## config.mk

```make
export PLATFORM = sky130hd
export DESIGN_NAME = crtch_horiz
export DESIGN_NICKNAME = d
export VERILOG_FILES = /design/src/crtch_pkg.sv /design/src/crtch_horiz.sv
export SDC_FILE = /design/constraint.sdc
export NUM_CORES = 1
export LEC_CHECK = 0
export BUFFER_PORTS_ARGS = -buffer_cell sky130_fd_sc_hd__buf_4
export CAP_MARGIN = 10
export CORE_MARGIN = 5
export CORE_UTILIZATION = 30
export CTS_BUF_LIST = sky130_fd_sc_hd__clkbuf_16
export CTS_CLUSTER_DIAMETER = 200
export DETAILED_ROUTE_END_ITERATION = 7
export GPL_TIMING_DRIVEN = 0
export SYNTH_ARGS = -nofsm -noshare
export SYNTH_HDL_FRONTEND = slang
export SYNTH_SLANG_ARGS = --single-unit
```

## constraint.sdc

```tcl
create_clock -name ref_clk -period 3.4 [get_ports ref_clk]
set_clock_uncertainty 0.15 [all_clocks]
set_input_delay 0.51 -clock ref_clk [delete_from_list [all_inputs] [get_ports ref_clk]]
set_output_delay 0.51 -clock ref_clk [all_outputs]
set_load 0.02 [all_outputs]
```

## src/crtch_pkg.sv

```systemverilog
// package: address map, indices, reset values and timing constants of the horizontal timing block
package crtch_pkg;
  // ----------------------------------------------------------------
  // host port addresses
  // ----------------------------------------------------------------
  localparam logic [15:0] CRTCH_IO_IDX_MONO = 16'h03B4; // index port, mono emulation
  localparam logic [15:0] CRTCH_IO_DAT_MONO = 16'h03B5; // data port, mono emulation
  localparam logic [15:0] CRTCH_IO_IDX_COL = 16'h03D4; // index port, colour emulation
  localparam logic [15:0] CRTCH_IO_DAT_COL = 16'h03D5; // data port, colour emulation
  localparam logic [15:0] CRTCH_MM_IDX_MONO = 16'h03B4; // memory offset, index, mono
  localparam logic [15:0] CRTCH_MM_DAT_MONO = 16'h03B5; // memory offset, data, mono
  localparam logic [15:0] CRTCH_MM_IDX_COL = 16'h03D3; // memory offset, index, colour
  localparam logic [15:0] CRTCH_MM_DAT_COL = 16'h03D5; // memory offset, data, colour

  // ----------------------------------------------------------------
  // controller register indices
  // ----------------------------------------------------------------
  localparam logic [7:0] CRTCH_IX_HTOTAL = 8'h00; // horizontal_total
  localparam logic [7:0] CRTCH_IX_HDEND = 8'h01; // horizontal_display_end
  localparam logic [7:0] CRTCH_IX_HBSTART = 8'h02; // horizontal_blank_start
  localparam logic [7:0] CRTCH_IX_HBEND = 8'h03; // horizontal_blank_end
  localparam logic [7:0] CRTCH_IX_HSSTART = 8'h04; // horizontal_sync_start
  localparam logic [7:0] CRTCH_IX_HSEND = 8'h05; // horizontal_sync_end
  localparam logic [7:0] CRTCH_IX_PROT_LAST = 8'h07; // last index of protected group
  localparam logic [7:0] CRTCH_IX_VRETEND = 8'h11; // vertical_retrace_end
  localparam logic [7:0] CRTCH_IX_HEXTA = 8'h35; // horizontal_extension_a
  localparam logic [7:0] CRTCH_IX_HEXTB = 8'h39; // horizontal_extension_b
  localparam logic [7:0] CRTCH_IX_EXTCTL = 8'h80; // extension_control

  // ----------------------------------------------------------------
  // field positions
  // ----------------------------------------------------------------
  localparam int CRTCH_PROT_BIT = 7; // write protect in vertical_retrace_end
  localparam int CRTCH_HBEND_FIXED_BIT = 7; // blanking end bit that always reads one
  localparam int CRTCH_HSEND_BEMSB_BIT = 7; // blanking end msb in horizontal_sync_end
  localparam int CRTCH_SKEW_LSB = 5; // skew / sync delay field, bits 6:5
  localparam int CRTCH_EXT_EN_BIT = 0; // extension enable in extension_control

  // ----------------------------------------------------------------
  // reset values and timing
  // ----------------------------------------------------------------
  localparam logic [7:0] CRTCH_RST_ZERO = 8'h00; // default of all held registers except blanking end
  localparam logic [7:0] CRTCH_RST_HBEND = 8'h80; // blanking end reads 1 in bit 7
  localparam logic [8:0] CRTCH_TOTAL_ADJ = 9'h004; // total+5 clocks: wrap at total+4
  localparam int CRTCH_CHAR_DOTS = 8; // reference cycles per character clock
endpackage : crtch_pkg

```

## src/crtch_horiz.sv

```systemverilog
// module: indexed controller access port and horizontal character timing generator
//
// Summary of operation
// (RULE_01) hold 8-bit index selecting data port target
// (RULE_02) i/o ports 3B4/3B5 or 3D4/3D5 by colour
// (RULE_03) memory index 3B4/3D3, data 3B5/3D5
// (RULE_04) protect bit blocks writes to indices 0-7
// (RULE_05) extension control gates extended registers
// (RULE_06) software: total = characters per line minus 5
// (RULE_07) software: display end = active characters minus 1
// (RULE_08) software: blank start counted from active start
// (RULE_09) blank end bit 7 ignores writes, reads 1
// (RULE_10) skew delays display enable 0 to 3
// (RULE_11) blank end 6 bits: low five here
// (RULE_12) software: blank end = start plus length
// (RULE_13) software: sync start counted from active start
// (RULE_14) blank end msb from sync end bit 7
// (RULE_15) counter matches start/end values for blank, sync
// (RULE_16) counter restarts after total plus 5 characters
`timescale 1ns/10ps
module crtch_horiz #(
  parameter int CHAR_DIV = crtch_pkg::CRTCH_CHAR_DOTS // reference cycles per character
) (
  input wire logic ref_clk,
  input wire logic resetn,
  input wire logic [15:0] bus_addr,
  input wire logic bus_mem,
  input wire logic bus_wr,
  input wire logic bus_rd,
  input wire logic [7:0] bus_wdata,
  input wire logic colour_emulation,
  output logic [7:0] bus_rdata,
  output logic bus_rvalid,
  output logic [8:0] hcount,
  output logic hde,
  output logic hblank,
  output logic hsync
);
  import crtch_pkg::*;
  // ----------------------------------------------------------------
  // declarations
  // ----------------------------------------------------------------
  logic [7:0] controller_index_reg; // selects target of the data port
  logic [7:0] horizontal_total_reg; // characters per line minus 5
  logic [7:0] horizontal_display_end_reg; // active characters minus 1
  logic [7:0] horizontal_blank_start_reg; // blank start position
  logic [6:0] horizontal_blank_end_reg; // skew in 6:5, blank end low bits in 4:0
  logic [7:0] horizontal_sync_start_reg; // sync start position
  logic [7:0] horizontal_sync_end_reg; // blank end msb, sync delay, sync end
  logic [7:0] vertical_retrace_end_reg; // only the protect bit matters here
  logic [7:0] horizontal_extension_a_reg; // held for extended software
  logic [7:0] horizontal_extension_b_reg; // held for extended software
  logic [7:0] extension_control_reg; // bit 0 opens the extended set
  logic [$clog2(CHAR_DIV)-1:0] div_reg; // character clock divider
  logic char_en_reg; // one-cycle character clock enable
  logic [8:0] hcnt_reg; // horizontal character counter
  logic blank_reg; // undelayed blanking state
  logic sync_reg; // undelayed sync state
  logic [2:0] de_pipe_reg; // display enable delayed 1..3 characters
  logic [2:0] sync_pipe_reg; // sync delayed 1..3 characters
  logic de_raw; // counter inside active area
  logic [5:0] blank_end6; // assembled 6-bit blank end
  logic [1:0] skew; // display enable skew
  logic [1:0] sync_dly; // sync delay
  logic idx_hit; // access falls on the index port
  logic dat_hit; // access falls on the data port
  logic protect; // group of indices 0..7 locked
  logic ext_en; // extended registers reachable
  logic [7:0] rd_field; // data port read value

  // ----------------------------------------------------------------
  // functions
  // ----------------------------------------------------------------
  // port decode; mono and colour use different address pairs
  function automatic logic port_hit(input logic [15:0] a, input logic mem, input logic col,
                                    input logic data);
    logic [15:0] want;
    want = 16'h0000;
    if (mem) begin
      want = data ? (col ? CRTCH_MM_DAT_COL : CRTCH_MM_DAT_MONO) // RULE_03
                  : (col ? CRTCH_MM_IDX_COL : CRTCH_MM_IDX_MONO);
    end else begin
      want = data ? (col ? CRTCH_IO_DAT_COL : CRTCH_IO_DAT_MONO) // RULE_02
                  : (col ? CRTCH_IO_IDX_COL : CRTCH_IO_IDX_MONO);
    end
    return a == want;
  endfunction : port_hit

  // pick the undelayed level or one of the three delayed copies
  function automatic logic skew_pick(input logic now, input logic [2:0] pipe,
                                     input logic [1:0] sel);
    logic r;
    r = now;
    case (sel)
      2'b01: r = pipe[0];
      2'b10: r = pipe[1];
      2'b11: r = pipe[2];
      default: r = now;
    endcase
    return r;
  endfunction : skew_pick

  // ----------------------------------------------------------------
  // combinational decode
  // ----------------------------------------------------------------
  assign idx_hit = port_hit(bus_addr, bus_mem, colour_emulation, 1'b0);
  assign dat_hit = port_hit(bus_addr, bus_mem, colour_emulation, 1'b1);
  assign protect = vertical_retrace_end_reg[CRTCH_PROT_BIT]; // RULE_04
  assign ext_en = extension_control_reg[CRTCH_EXT_EN_BIT]; // RULE_05
  assign skew = horizontal_blank_end_reg[CRTCH_SKEW_LSB +: 2];
  assign sync_dly = horizontal_sync_end_reg[CRTCH_SKEW_LSB +: 2];
  // msb from sync end, low five from blank end
  assign blank_end6 = {horizontal_sync_end_reg[CRTCH_HSEND_BEMSB_BIT], // RULE_14
                       horizontal_blank_end_reg[4:0]}; // RULE_11
  assign de_raw = hcnt_reg <= {1'b0, horizontal_display_end_reg};

  // read mux; unknown indices, and extended ones while closed, read zero
  always_comb begin
    rd_field = CRTCH_RST_ZERO;
    case (controller_index_reg)
      CRTCH_IX_HTOTAL: rd_field = horizontal_total_reg;
      CRTCH_IX_HDEND: rd_field = horizontal_display_end_reg;
      CRTCH_IX_HBSTART: rd_field = horizontal_blank_start_reg;
      CRTCH_IX_HBEND: rd_field = {1'b1, horizontal_blank_end_reg}; // RULE_09
      CRTCH_IX_HSSTART: rd_field = horizontal_sync_start_reg;
      CRTCH_IX_HSEND: rd_field = horizontal_sync_end_reg;
      CRTCH_IX_VRETEND: rd_field = vertical_retrace_end_reg;
      CRTCH_IX_EXTCTL: rd_field = extension_control_reg;
      CRTCH_IX_HEXTA: rd_field = ext_en ? horizontal_extension_a_reg : CRTCH_RST_ZERO; // RULE_05
      CRTCH_IX_HEXTB: rd_field = ext_en ? horizontal_extension_b_reg : CRTCH_RST_ZERO;
      default: rd_field = CRTCH_RST_ZERO;
    endcase
  end

  // ----------------------------------------------------------------
  // index register
  // ----------------------------------------------------------------
  // any write to the index port replaces the index whole
  always_ff @(posedge ref_clk or negedge resetn) begin
    if (!resetn) begin
      controller_index_reg <= CRTCH_RST_ZERO;
    end else if (bus_wr && idx_hit) begin
      controller_index_reg <= bus_wdata; // RULE_01
    end
  end

  // ----------------------------------------------------------------
  // data port writes
  // ----------------------------------------------------------------
  // indices 0..7 are locked while protect is set; the protect bit itself
  // sits outside the group so software can always unlock
  always_ff @(posedge ref_clk or negedge resetn) begin
    if (!resetn) begin
      horizontal_total_reg <= CRTCH_RST_ZERO;
      horizontal_display_end_reg <= CRTCH_RST_ZERO;
      horizontal_blank_start_reg <= CRTCH_RST_ZERO;
      horizontal_blank_end_reg <= CRTCH_RST_HBEND[6:0];
      horizontal_sync_start_reg <= CRTCH_RST_ZERO;
      horizontal_sync_end_reg <= CRTCH_RST_ZERO;
      vertical_retrace_end_reg <= CRTCH_RST_ZERO;
      horizontal_extension_a_reg <= CRTCH_RST_ZERO;
      horizontal_extension_b_reg <= CRTCH_RST_ZERO;
      extension_control_reg <= CRTCH_RST_ZERO;
    end else if (bus_wr && dat_hit) begin
      if (!(protect && controller_index_reg <= CRTCH_IX_PROT_LAST)) begin // RULE_04
        case (controller_index_reg)
          CRTCH_IX_HTOTAL: horizontal_total_reg <= bus_wdata;
          CRTCH_IX_HDEND: horizontal_display_end_reg <= bus_wdata;
          CRTCH_IX_HBSTART: horizontal_blank_start_reg <= bus_wdata;
          // bit 7 is dropped; it is not stored at all
          CRTCH_IX_HBEND: horizontal_blank_end_reg <= bus_wdata[6:0]; // RULE_09
          CRTCH_IX_HSSTART: horizontal_sync_start_reg <= bus_wdata;
          CRTCH_IX_HSEND: horizontal_sync_end_reg <= bus_wdata;
          CRTCH_IX_VRETEND: vertical_retrace_end_reg <= bus_wdata;
          CRTCH_IX_EXTCTL: extension_control_reg <= bus_wdata;
          CRTCH_IX_HEXTA: begin
            if (ext_en) horizontal_extension_a_reg <= bus_wdata; // RULE_05
          end
          CRTCH_IX_HEXTB: begin
            if (ext_en) horizontal_extension_b_reg <= bus_wdata;
          end
          default: ; // unmapped index, write dropped
        endcase
      end
    end
  end

  // ----------------------------------------------------------------
  // read answer
  // ----------------------------------------------------------------
  // answer one cycle after the strobe; data holds until the next read
  always_ff @(posedge ref_clk or negedge resetn) begin
    if (!resetn) begin
      bus_rdata <= CRTCH_RST_ZERO;
      bus_rvalid <= 1'b0;
    end else begin
      bus_rvalid <= bus_rd && (idx_hit || dat_hit);
      if (bus_rd && idx_hit) begin
        bus_rdata <= controller_index_reg;
      end else if (bus_rd && dat_hit) begin
        bus_rdata <= rd_field;
      end
    end
  end

  // ----------------------------------------------------------------
  // character clock
  // ----------------------------------------------------------------
  // a single clock domain; the character rate is an enable pulse
  always_ff @(posedge ref_clk or negedge resetn) begin
    if (!resetn) begin
      div_reg <= '0;
      char_en_reg <= 1'b0;
    end else begin
      char_en_reg <= div_reg == ($clog2(CHAR_DIV))'(CHAR_DIV - 1);
      div_reg <= (div_reg == ($clog2(CHAR_DIV))'(CHAR_DIV - 1)) ? '0 : div_reg + 1'b1;
    end
  end

  // ----------------------------------------------------------------
  // horizontal counter
  // ----------------------------------------------------------------
  // line length is total+5 characters, so the last count is total+4;
  // a total lowered below the count still wraps via the >= compare
  always_ff @(posedge ref_clk or negedge resetn) begin
    if (!resetn) begin
      hcnt_reg <= '0;
    end else if (char_en_reg) begin
      if (hcnt_reg >= {1'b0, horizontal_total_reg} + CRTCH_TOTAL_ADJ) begin // RULE_16
        hcnt_reg <= '0;
      end else begin
        hcnt_reg <= hcnt_reg + 9'h001;
      end
    end
  end

  // ----------------------------------------------------------------
  // blanking and sync state
  // ----------------------------------------------------------------
  // start compares all bits; end compares only the low 6 (blank) or 5 (sync)
  // bits, so the end may fall after a counter wrap
  always_ff @(posedge ref_clk or negedge resetn) begin
    if (!resetn) begin
      blank_reg <= 1'b0;
      sync_reg <= 1'b0;
    end else if (char_en_reg) begin
      if (hcnt_reg == {1'b0, horizontal_blank_start_reg}) begin
        blank_reg <= 1'b1; // RULE_15
      end else if (hcnt_reg[5:0] == blank_end6) begin
        blank_reg <= 1'b0; // RULE_15
      end
      if (hcnt_reg == {1'b0, horizontal_sync_start_reg}) begin
        sync_reg <= 1'b1; // RULE_15
      end else if (hcnt_reg[4:0] == horizontal_sync_end_reg[4:0]) begin
        sync_reg <= 1'b0; // RULE_15
      end
    end
  end

  // ----------------------------------------------------------------
  // skew pipelines
  // ----------------------------------------------------------------
  // delays are whole characters, so the pipes step on the character enable
  always_ff @(posedge ref_clk or negedge resetn) begin
    if (!resetn) begin
      de_pipe_reg <= '0;
      sync_pipe_reg <= '0;
    end else if (char_en_reg) begin
      de_pipe_reg <= {de_pipe_reg[1:0], de_raw}; // RULE_10
      sync_pipe_reg <= {sync_pipe_reg[1:0], sync_reg};
    end
  end

  // ----------------------------------------------------------------
  // registered outputs
  // ----------------------------------------------------------------
  always_ff @(posedge ref_clk or negedge resetn) begin
    if (!resetn) begin
      hcount <= '0;
      hde <= 1'b0;
      hblank <= 1'b0;
      hsync <= 1'b0;
    end else begin
      hcount <= hcnt_reg;
      hde <= skew_pick(de_raw, de_pipe_reg, skew); // RULE_10
      hblank <= blank_reg;
      hsync <= skew_pick(sync_reg, sync_pipe_reg, sync_dly);
    end
  end
endmodule : crtch_horiz

```

After elaboration in Yosys (flattened, before gate mapping) --
Cells that the tools add are included.
Operators by class: $add $sub $neg 3, multipliers 0, div/mod/pow operators 0, order comparisons 3, equality and inequality tests 22, shift-type cells 0, muxes and demuxes 17, bitwise operators 1, reduce and logical (&&, ||, !) cells 23
Operators with widths (number):
- $pmux W8 S10 | 1
- $mux W8 | 4
- $mux W7 | 4
- $reduce_and A3 Y1 | 8
- $eq A9 B8 Y1 | 2
- $eq A16 B10 Y1 | 1
- $eq A16 B16 Y1 | 1
- $eq A8 B2 Y1 const B | 2
- $eq A8 B3 Y1 const B | 2
- $eq A8 B6 Y1 const B | 2
- $add A8 B3 Y9 const B | 1
- $add A9 B1 Y9 const B | 1
- $ge A9 B9 Y1 | 1
- $le A9 B8 Y1 | 1
- $mux W9 | 1
- $eq A2 B2 Y1 const B | 4
- $eq A8 B1 Y1 const B | 1
- $eq A8 B5 Y1 const B | 1
- $eq A8 B8 Y1 const B | 1
- $le A8 B3 Y1 const B | 1
- $logic_not A8 Y1 | 1
- $reduce_and A4 Y1 | 2
- $eq A6 B6 Y1 | 1
- $logic_and A1 B1 Y1 | 6
- other kinds (11) | 19
Storage, ports and cells: bits in registers 129, bits in latches 0, memory bits (writable) 0, ROM bits 0, output and inout port bits 21, logic and storage cells 93, memories 0

Depth between registers and ports, before layout --
Gate-level depths: netlist of run 1.
depth after elaboration 5, gate-level depth with buffers 10, mapped depth without buffers 10

Least setup slack after synthesis of run 1 --
OpenSTA, ideal clock, no wires.
path kind input-to-reg, from in bus_addr[11], to reg horizontal_total_reg[7], library setup time 0.125 ns, arrival 2.399 ns, setup slack 0.726 ns, cell stages on the path 5, path through or4b_1 -> a211oi_2 -> nand4_4 -> nor4_4 -> mux2_2
Between the ends: word-level cells in the longest chain between the ends 3
RTL lines:
- from (decl) | RTL line crtch_horiz.sv:26 | input wire logic [15:0] bus_addr,
- $eq A16 B10 Y1 | RTL line crtch_horiz.sv:86 | return a == want;
- $logic_and A1 B1 Y1 | RTL line crtch_horiz.sv:164 | end else if (bus_wr && dat_hit) begin
- $reduce_and A3 Y1 (no source line)
- to (signal assigned) | RTL line crtch_horiz.sv:167 | CRTCH_IX_HTOTAL: horizontal_total_reg <= bus_wdata;
- to (decl) | RTL line crtch_horiz.sv:44 | logic [7:0] horizontal_total_reg;
Every way passes these cells. A chain may end at the register's enable or synchronous reset.

Final worst setup path of run 1 --
from reg controller_index_reg[0], to reg bus_rdata[2]
Between the ends: word-level cells in the longest chain between the ends 4, elaborated cells on any way between the ends 13, classes of those cells eq/ne: 9; mux: 3; reduce/logical: 1
RTL lines:
- from (decl) | RTL line crtch_horiz.sv:43 | logic [7:0] controller_index_reg;
- from (signal assigned) | RTL line crtch_horiz.sv:143 | controller_index_reg <= bus_wdata;
- $eq A8 B6 Y1, or another cell as far along | RTL line crtch_horiz.sv:120 | case (controller_index_reg)
- $pmux W8 S10 * | RTL line crtch_horiz.sv:120
- $mux W8 * | RTL line crtch_horiz.sv:200 | end else if (bus_rd && dat_hit) begin
- $mux W8 * | RTL line crtch_horiz.sv:198 | if (bus_rd && idx_hit) begin
- to (signal assigned) | RTL line crtch_horiz.sv:199 | bus_rdata <= controller_index_reg;
- to (signal assigned) | RTL line crtch_horiz.sv:201 | bus_rdata <= rd_field;
- to (decl) | RTL line crtch_horiz.sv:32 | output logic [7:0] bus_rdata,
Mark *: on every way between the ends. The rest lies on a longest branch, timed or not. The select of a mux whose other input is x is not followed.

==> metrics list, run 1 <==
- The flow ran to the end, and the final reports show no timing, DRC or antenna violations.
* Relative contribution of the clock network to total power: 0.546
- Final worst path period share: 0.918
- For this block, the via count after detailed routing is 4826.
- Final WL: 18.3 mm
- Async set or reset register ratio after synthesis: 1.00
* Worst-skew pair later-pin latency: 0.43 ns
- From synthesis to final layout, the design area changed by 20.8%.
- Walking the worst path, the cells encountered are clkbuf_1 > clkbuf_1 > mux4_2 > nor2b_1 > a2111oi_0 > o21ai_0.
- Fill cells in the final layout number 2160.
* Sequential cell fraction of total power: 0.426
* Final core occ: 0.370
* Boundary Pins: 51
- Slew at the pin closest to its max-slew limit: 1.15 ns
- Gate Count Post-Synth: 566
* Dominant cells by area after synthesis: dfrtp_1 (48%), mux2_2 (16%), ha_1 (3.9%)
* Switching Fraction: 0.209
- Final count of hold timing violations: 0
- Drt drc: 0
- Largest incremental delay on the critical path: 0.64 ns
- For this design the static power due to leakage is 3.70 nW.
* Buf+Inv Stages, Crit Path: 2
- Max clock buf depth: 2
- The worst path needs 3.12 ns of the cycle, external delays included.
* Sequential fraction of the synthesis area: 0.482
- The worst-case IR drop observed on VDD is 0.247 mV.
- Sink Count: 129
- Core Box Area: 0.0219 sq mm
- After synthesis, the mean cell area works out to 11.8 sq um.
* Design Area, Final: 0.00809 sq mm
- Netlist cell types: 68
- Number of iterations in the first detailed-routing pass: 5
- Required time worst endpoint: 3.53 ns
- GRT Overall Usage: 0.146
* Cell area after technology mapping: 0.00670 sq mm
* Internal power consumption: 0.00285 W
- Clk slew on worst S/H paths: 0.06 ns
- Critical path arrival: 3.25 ns
- Derived from the worst setup path, the maximum achievable clock frequency is 320 MHz.
* Clock tree from TritonCTS: built
* Category of cells accounting for the largest share of critical-path delay: buffers and inverters
* Starting utilization of the core area: 0.306
- In the final timing run, aggregate negative setup slack is 0 ns.
- Global-route congestion overflow total: 0
- Entering global routing, the biggest net connects 86 pins.
- Routability-driven placement finished with a final weighted congestion of 0.842.
- The library cells used most frequently in the layout, excluding fill and tap cells, are dfrtp_1 (129), mux2_2 (96), buf_4 (49).
- The worst setup path is of the reg2reg kind.
- Mapped Nets: 617
* Initial antenna violation count: 0
- The worst setup path is launched from a flip-flop.
- The library cell used most frequently in the layout, excluding fill and tap cells, is dfrtp_1.
- Count of maximum capacitance violations: 0
- The number of global-route vias before repair came to 4886.
* Count of buffers from port buffering: 50
* RSZ-0062 raised after global routing: false
- Combinational group share of total power: 0.027
- Synthesis Warnings: 0
- Setup violations remaining at the end of the flow were counted as 0.
- The root buffer cell chosen for the clock tree is clkbuf_16.
- Via/cell ratio: 5.19
* HPWL Detailed: 12.8 mm
- The H-tree was split into 4 levels.
- In the final routed layout, each cell accounts on average for 19.7 um.
- Cell Rows: 54
- Post-placement cell area: 0.00746 sq mm
- Setup slack closes at 0.279 ns.
- Once the clock tree was built, the resizer swapped 0 gates to a different size.
- Counting flops with a built-in enable in the synthesized netlist gives 0.
- In this run the worst hold path is classified as in2reg.
- Number of max-slew violations in the final report: 0
- For this run, the leading register cell type out of synthesis is dfrtp_1.
- Global-route wire length before repair: 28.9 mm
- For this run, the post-layout net count is 688.
* Die area: 0.0254 sq mm
* Top cell type's share of synthesized area: 0.482
* Share of layout cells above drive strength 1: 0.308
* Die height: 159 um
* Most common cell type on the critical path: clkbuf_1
- Critical Path Sink Type: flip-flop
* Register bit count reported by yosys: 129
- P_sw: 0.000752 W
* Cts bufs inserted: 17
* Critical-path cell with the highest stage delay: a2111oi_0
- Summed over all instances, the cell type with the most area after synthesis is dfrtp_1.
- Power density over the cells: 445 mW/mm^2
- In this run the worst path has a maximum fanout of 10.
- OpenSTA, run right after detailed placement, puts the worst setup slack at 0.261 ns.
* Initial drt markers: 422
- Die width: 159 um
* Normalized max-slew margin: 0.225
- The repair_antennas step left the layout with diodes totalling 0.
* Post-route ant nets: 0
-- metrics by stage --
step | hold WS, ns | std cells | power (W)
final | 0.175 | 929 | 0.00360
after global routing | 0.176 | 929 | 0.00371
after CTS | 0.167 | 929 | 0.00362
after detailed placement | 0.260 | 897 | 0.00166
after global placement | 0.255 | 896 | 0.00166
after floorplan | 0.0644 | 566 | 0.00158
-- power groups by stage --
stage          logic [W]  registers (W)  clock network [W]
6_report       0.0000986        0.00154            0.00197
5_1_grt         0.000110        0.00154            0.00206
4_1_cts         0.000101        0.00154            0.00199
3_5_place_dp   0.0000991        0.00156                  0
3_3_place_gp   0.0000942        0.00156                  0
2_1_floorplan  0.0000169        0.00156                  0
-- layout make-up --
class	count	area [sq um]	area share
well taps	280	350	0.0433
repair buffers	52	417	0.0515
multi-input cells	390	3290	0.406
plain buffers	33	131	0.0162
flip-flops and latches	129	3230	0.399
inverters	14	52.6	0.00650
clock buffers	17	425	0.0526
clock inverters	14	199	0.0246
-- logic make-up after synthesis --
| group | share of synthesized area |
|---|---|
| flops | 0.482 |
| fa+ha+maj | 0.0392 |
| simple gates | 0.126 |
| compound gates | 0.0951 |
| xor+xnor | 0.0431 |
| buf+inv | 0.0275 |
| mux | 0.187 |
-- synth_stat cells (all sizes together), types with 3 or more instances --
cell / instances
dfrtp: 129
buf: 14
a221o: 3
xnor2: 16
and4: 3
nand2b: 5
nand3b: 3
nor2b: 11
a31oi: 3
xor2: 17
nand4: 9
and3: 17
a2111oi: 3
clkbuf: 19
nor3: 8
nor4: 6
o2bb2ai: 3
inv: 14
mux2: 96
o21ai: 22
a22oi: 11
mux2i: 8
or4: 3
nand3: 14
mux4: 4
a32oi: 3
o22ai: 3
ha: 21
nand2: 16
a22o: 3
a21oi: 22
nor2: 25
-- metal layers --
metal	vias up	track usage	part of all wire
li1	2240	-	-
met1	2447	0.206	0.48
met2	117	0.222	0.46
met3	22	0.0334	0.044
met4	0	0.0458	0.017
met5	-	0	0
-- repair_timing --
action | CTS | global route
setup buffers | 0 | 0
hold endpoints to repair | 44 | 0
hold buffers | 1 | 0
-- final timing paths --
| path | from | to | slack (ns) | cells after the start |
|---|---|---|---|---|
| worst max-delay path | controller_index_reg[0] | bus_rdata[2] | 0.28 | 6 |
| worst min-delay path | bus_wdata[5] | horizontal_blank_start_reg[5] | 0.18 | 2 |
| worst max register to register | controller_index_reg[0] | bus_rdata[2] | 0.28 | 6 |
| worst min register to register | hcnt_reg[0] | hcount[0] | 0.28 | 0 |
| max in group asynchronous | resetn | horizontal_display_end_reg[7] | 1.90 | 3 |
| min in group asynchronous | resetn | vertical_retrace_end_reg[2] | 0.44 | 2 |
No activity file was read; power rests on OpenSTA's default activity.
==> run 2, diff against run 1 <==
--- a/config.mk
+++ b/config.mk
@@ -8,11 +8,12 @@
 export BUFFER_PORTS_ARGS = -buffer_cell sky130_fd_sc_hd__buf_4
 export CAP_MARGIN = 10
 export CORE_MARGIN = 5
-export CORE_UTILIZATION = 30
+export CORE_UTILIZATION = 35
 export CTS_BUF_LIST = sky130_fd_sc_hd__clkbuf_16
 export CTS_CLUSTER_DIAMETER = 200
 export DETAILED_ROUTE_END_ITERATION = 7
 export GPL_TIMING_DRIVEN = 0
+export SLEW_MARGIN = 20
 export SYNTH_ARGS = -nofsm -noshare
 export SYNTH_HDL_FRONTEND = slang
 export SYNTH_SLANG_ARGS = --single-unit
==> metrics list, run 2 (synthesis gave the netlist of run 1 again) <==
- The library cells used most frequently in the layout, excluding fill and tap cells, are dfrtp_1 (129), mux2_2 (96), buf_4 (49).
- Counting I/O delays and the setup requirement, the final critical path takes 3.07 ns.
- Gates resized, CTS repair: 0
- STA classifies the critical path startpoint as a flip-flop.
- The startpoint identified for the worst register-to-register timing path is controller_index_reg[5].
- Global-route wire length before repair: 29.2 mm
* Power density over the cells: 413 mW/mm^2
* Critical Path Sink Type: flip-flop
- Vias in the first global route: 5121
- Post-route non-filler standard cell count: 883
- Most common cell after layout, fill and taps aside: dfrtp_1
- Setup violations remaining at the end of the flow were counted as 0.
* Final WL: 18.0 mm
* Number of iterations in the first detailed-routing pass: 5
- After detailed routing, the average wire length per cell comes to 20.4 um.
* Length of routed wiring on met1: 8.12 mm
* Cts bufs inserted: 17
- Antenna cell count: 0
* Postcts setup bufs: 0
- Global-route congestion overflow total: 0
* Cell chosen for the clock root: clkbuf_16
* Outcome: completed
- Initial drt markers: 351
* Leakage power: 3.64 nW
* Worst-skew pair later-pin latency: 0.42 ns
* Pin count of the biggest net entering global routing: 73
- Die area: 0.0220 sq mm
* Worst hold path type: in2reg
- Using the TritonRoute via totals, the vias-per-cell ratio works out to 5.58.
- Source of the critical timing path: controller_index_reg[5]
- In the finished design, the share of the clock period the worst path needs comes to 0.902.
- Routed vias: 4929
- Count of maximum capacitance violations: 0
- The clock net in this run drives a total of 129 sinks.
- Detailed placement ended at an HPWL of 12.9 mm.
* Core Box Area: 0.0188 sq mm
- Upper clock frequency limit: 326 MHz
- Relative to the synthesized area, the layout overhead comes to 18.5%.
* RSZ-0062 raised after global routing: false
- For this configuration, the core starts out at a cell density of 0.357.
- Number of max-slew violations in the final report: 0
* Post-route ant nets: 0
* CP max FO: 8
* GRT Overall Usage: 0.172
* Die width: 148 um
- In this run the tightest slew margin relative to its limit is 0.217.
- In this run the most critical hold path is launched from bus_wdata[2].
* Setup total negative slack: 0 ns
* Initial antenna violation count: 0
- Drt drc: 0
- Detailed-routed wire length on met2: 8.31 mm
- Required time worst endpoint: 3.55 ns
- Final count of hold timing violations: 0
- In the final design database the tool counted 688 nets.
- Wire length on met3: 1.05 mm
- Clock tree from TritonCTS: built
- Total number of H-tree levels: 4
* Peak supply drop: 0.315 mV
* Instance count after placement with tap cells included: 851
- Routability-driven placement finished with a final weighted congestion of 0.893.
- In this run the top signal layer used is met4.
- In this run the vertical extent of the chip is 148 um.
- Clk slew on worst S/H paths: 0.06 ns
- Crit Path Class: reg2reg
- Cell Rows: 50
- At the pin with the least slew margin, the transition time is 1.16 ns.
- The clock passes through at most 2 buffers.
- Share of layout cells above drive strength 1: 0.307
* Count of buffers from port buffering: 50
- Critical path arrival: 3.22 ns
* Boundary Pins: 51
## run 2: changes by cell type in the layout (fill, tap and decap cells not counted), sizes merged
cell,change
clkinvlp,+2
bufinv,-4
clkinv,+3
inv,-1
## run 2: final timing paths
| kind | to | slack [ns] | depth (start not counted) |
|---|---|---|---|
| max | horizontal_blank_start_reg[7] | 0.33 | 5 |
| min | horizontal_display_end_reg[2] | 0.18 | 2 |
| max reg2reg | horizontal_blank_start_reg[7] | 0.33 | 5 |
| min reg2reg | hcount[0] | 0.26 | 0 |
| max in group asynchronous | hcount[5] | 1.86 | 3 |
| min in group asynchronous | horizontal_extension_b_reg[6] | 0.52 | 2 |
## run 2: worst max-delay path, cell delays in order, from the launching register on
cell     delay, ns
dfrtp_1       0.35
buf_2         0.17
nor4_1        0.99
nand3_1       0.35
nor3_4        0.54
mux2_2        0.40
## run 2: final cells by class
class	count	area, sq um
Multi-Input combinational cell	390	3290
Buffer	33	131
Inverter	14	52.6
Timing Repair Buffer	52	417
Clock inverter	14	103
Fill cell	1767	10800
Clock buffer	17	425
Tap cell	234	293
Sequential cell	129	3230
## run 2: per-stage QoR
stage               setup slack [ns]  hold slack (ns)  power [W]  area (sq um)  utilization
global route                   0.179            0.177    0.00338          7940        0.423
finish                         0.332            0.178    0.00328          7940        0.423
global placement               0.325            0.249    0.00166          7370        0.393
floorplan                      0.726           0.0644    0.00158          6700            -
detailed placement             0.348            0.245    0.00166          7400        0.394
CTS                            0.347            0.166    0.00330          7940        0.423
## run 2: per-layer routing
layer  up-vias  GRT usage
li1       2236          -
met1      2492      0.236
met2       163      0.260
met3        38     0.0439
met4         0     0.0679
met5         -          0
## run 2: what timing repair did
item | 4_1_cts | 5_1_grt
hold endpoints to repair | 57 | 0
endpoints found under the setup margin | 0 | 0
hold buffers | 1 | 0
## run 2: power by group
part           leakage [nW]  internal, W  switching (W)
logic                  1.64    0.0000326      0.0000650
clock network         0.255     0.000980       0.000664
registers              1.75      0.00154    0.000000161
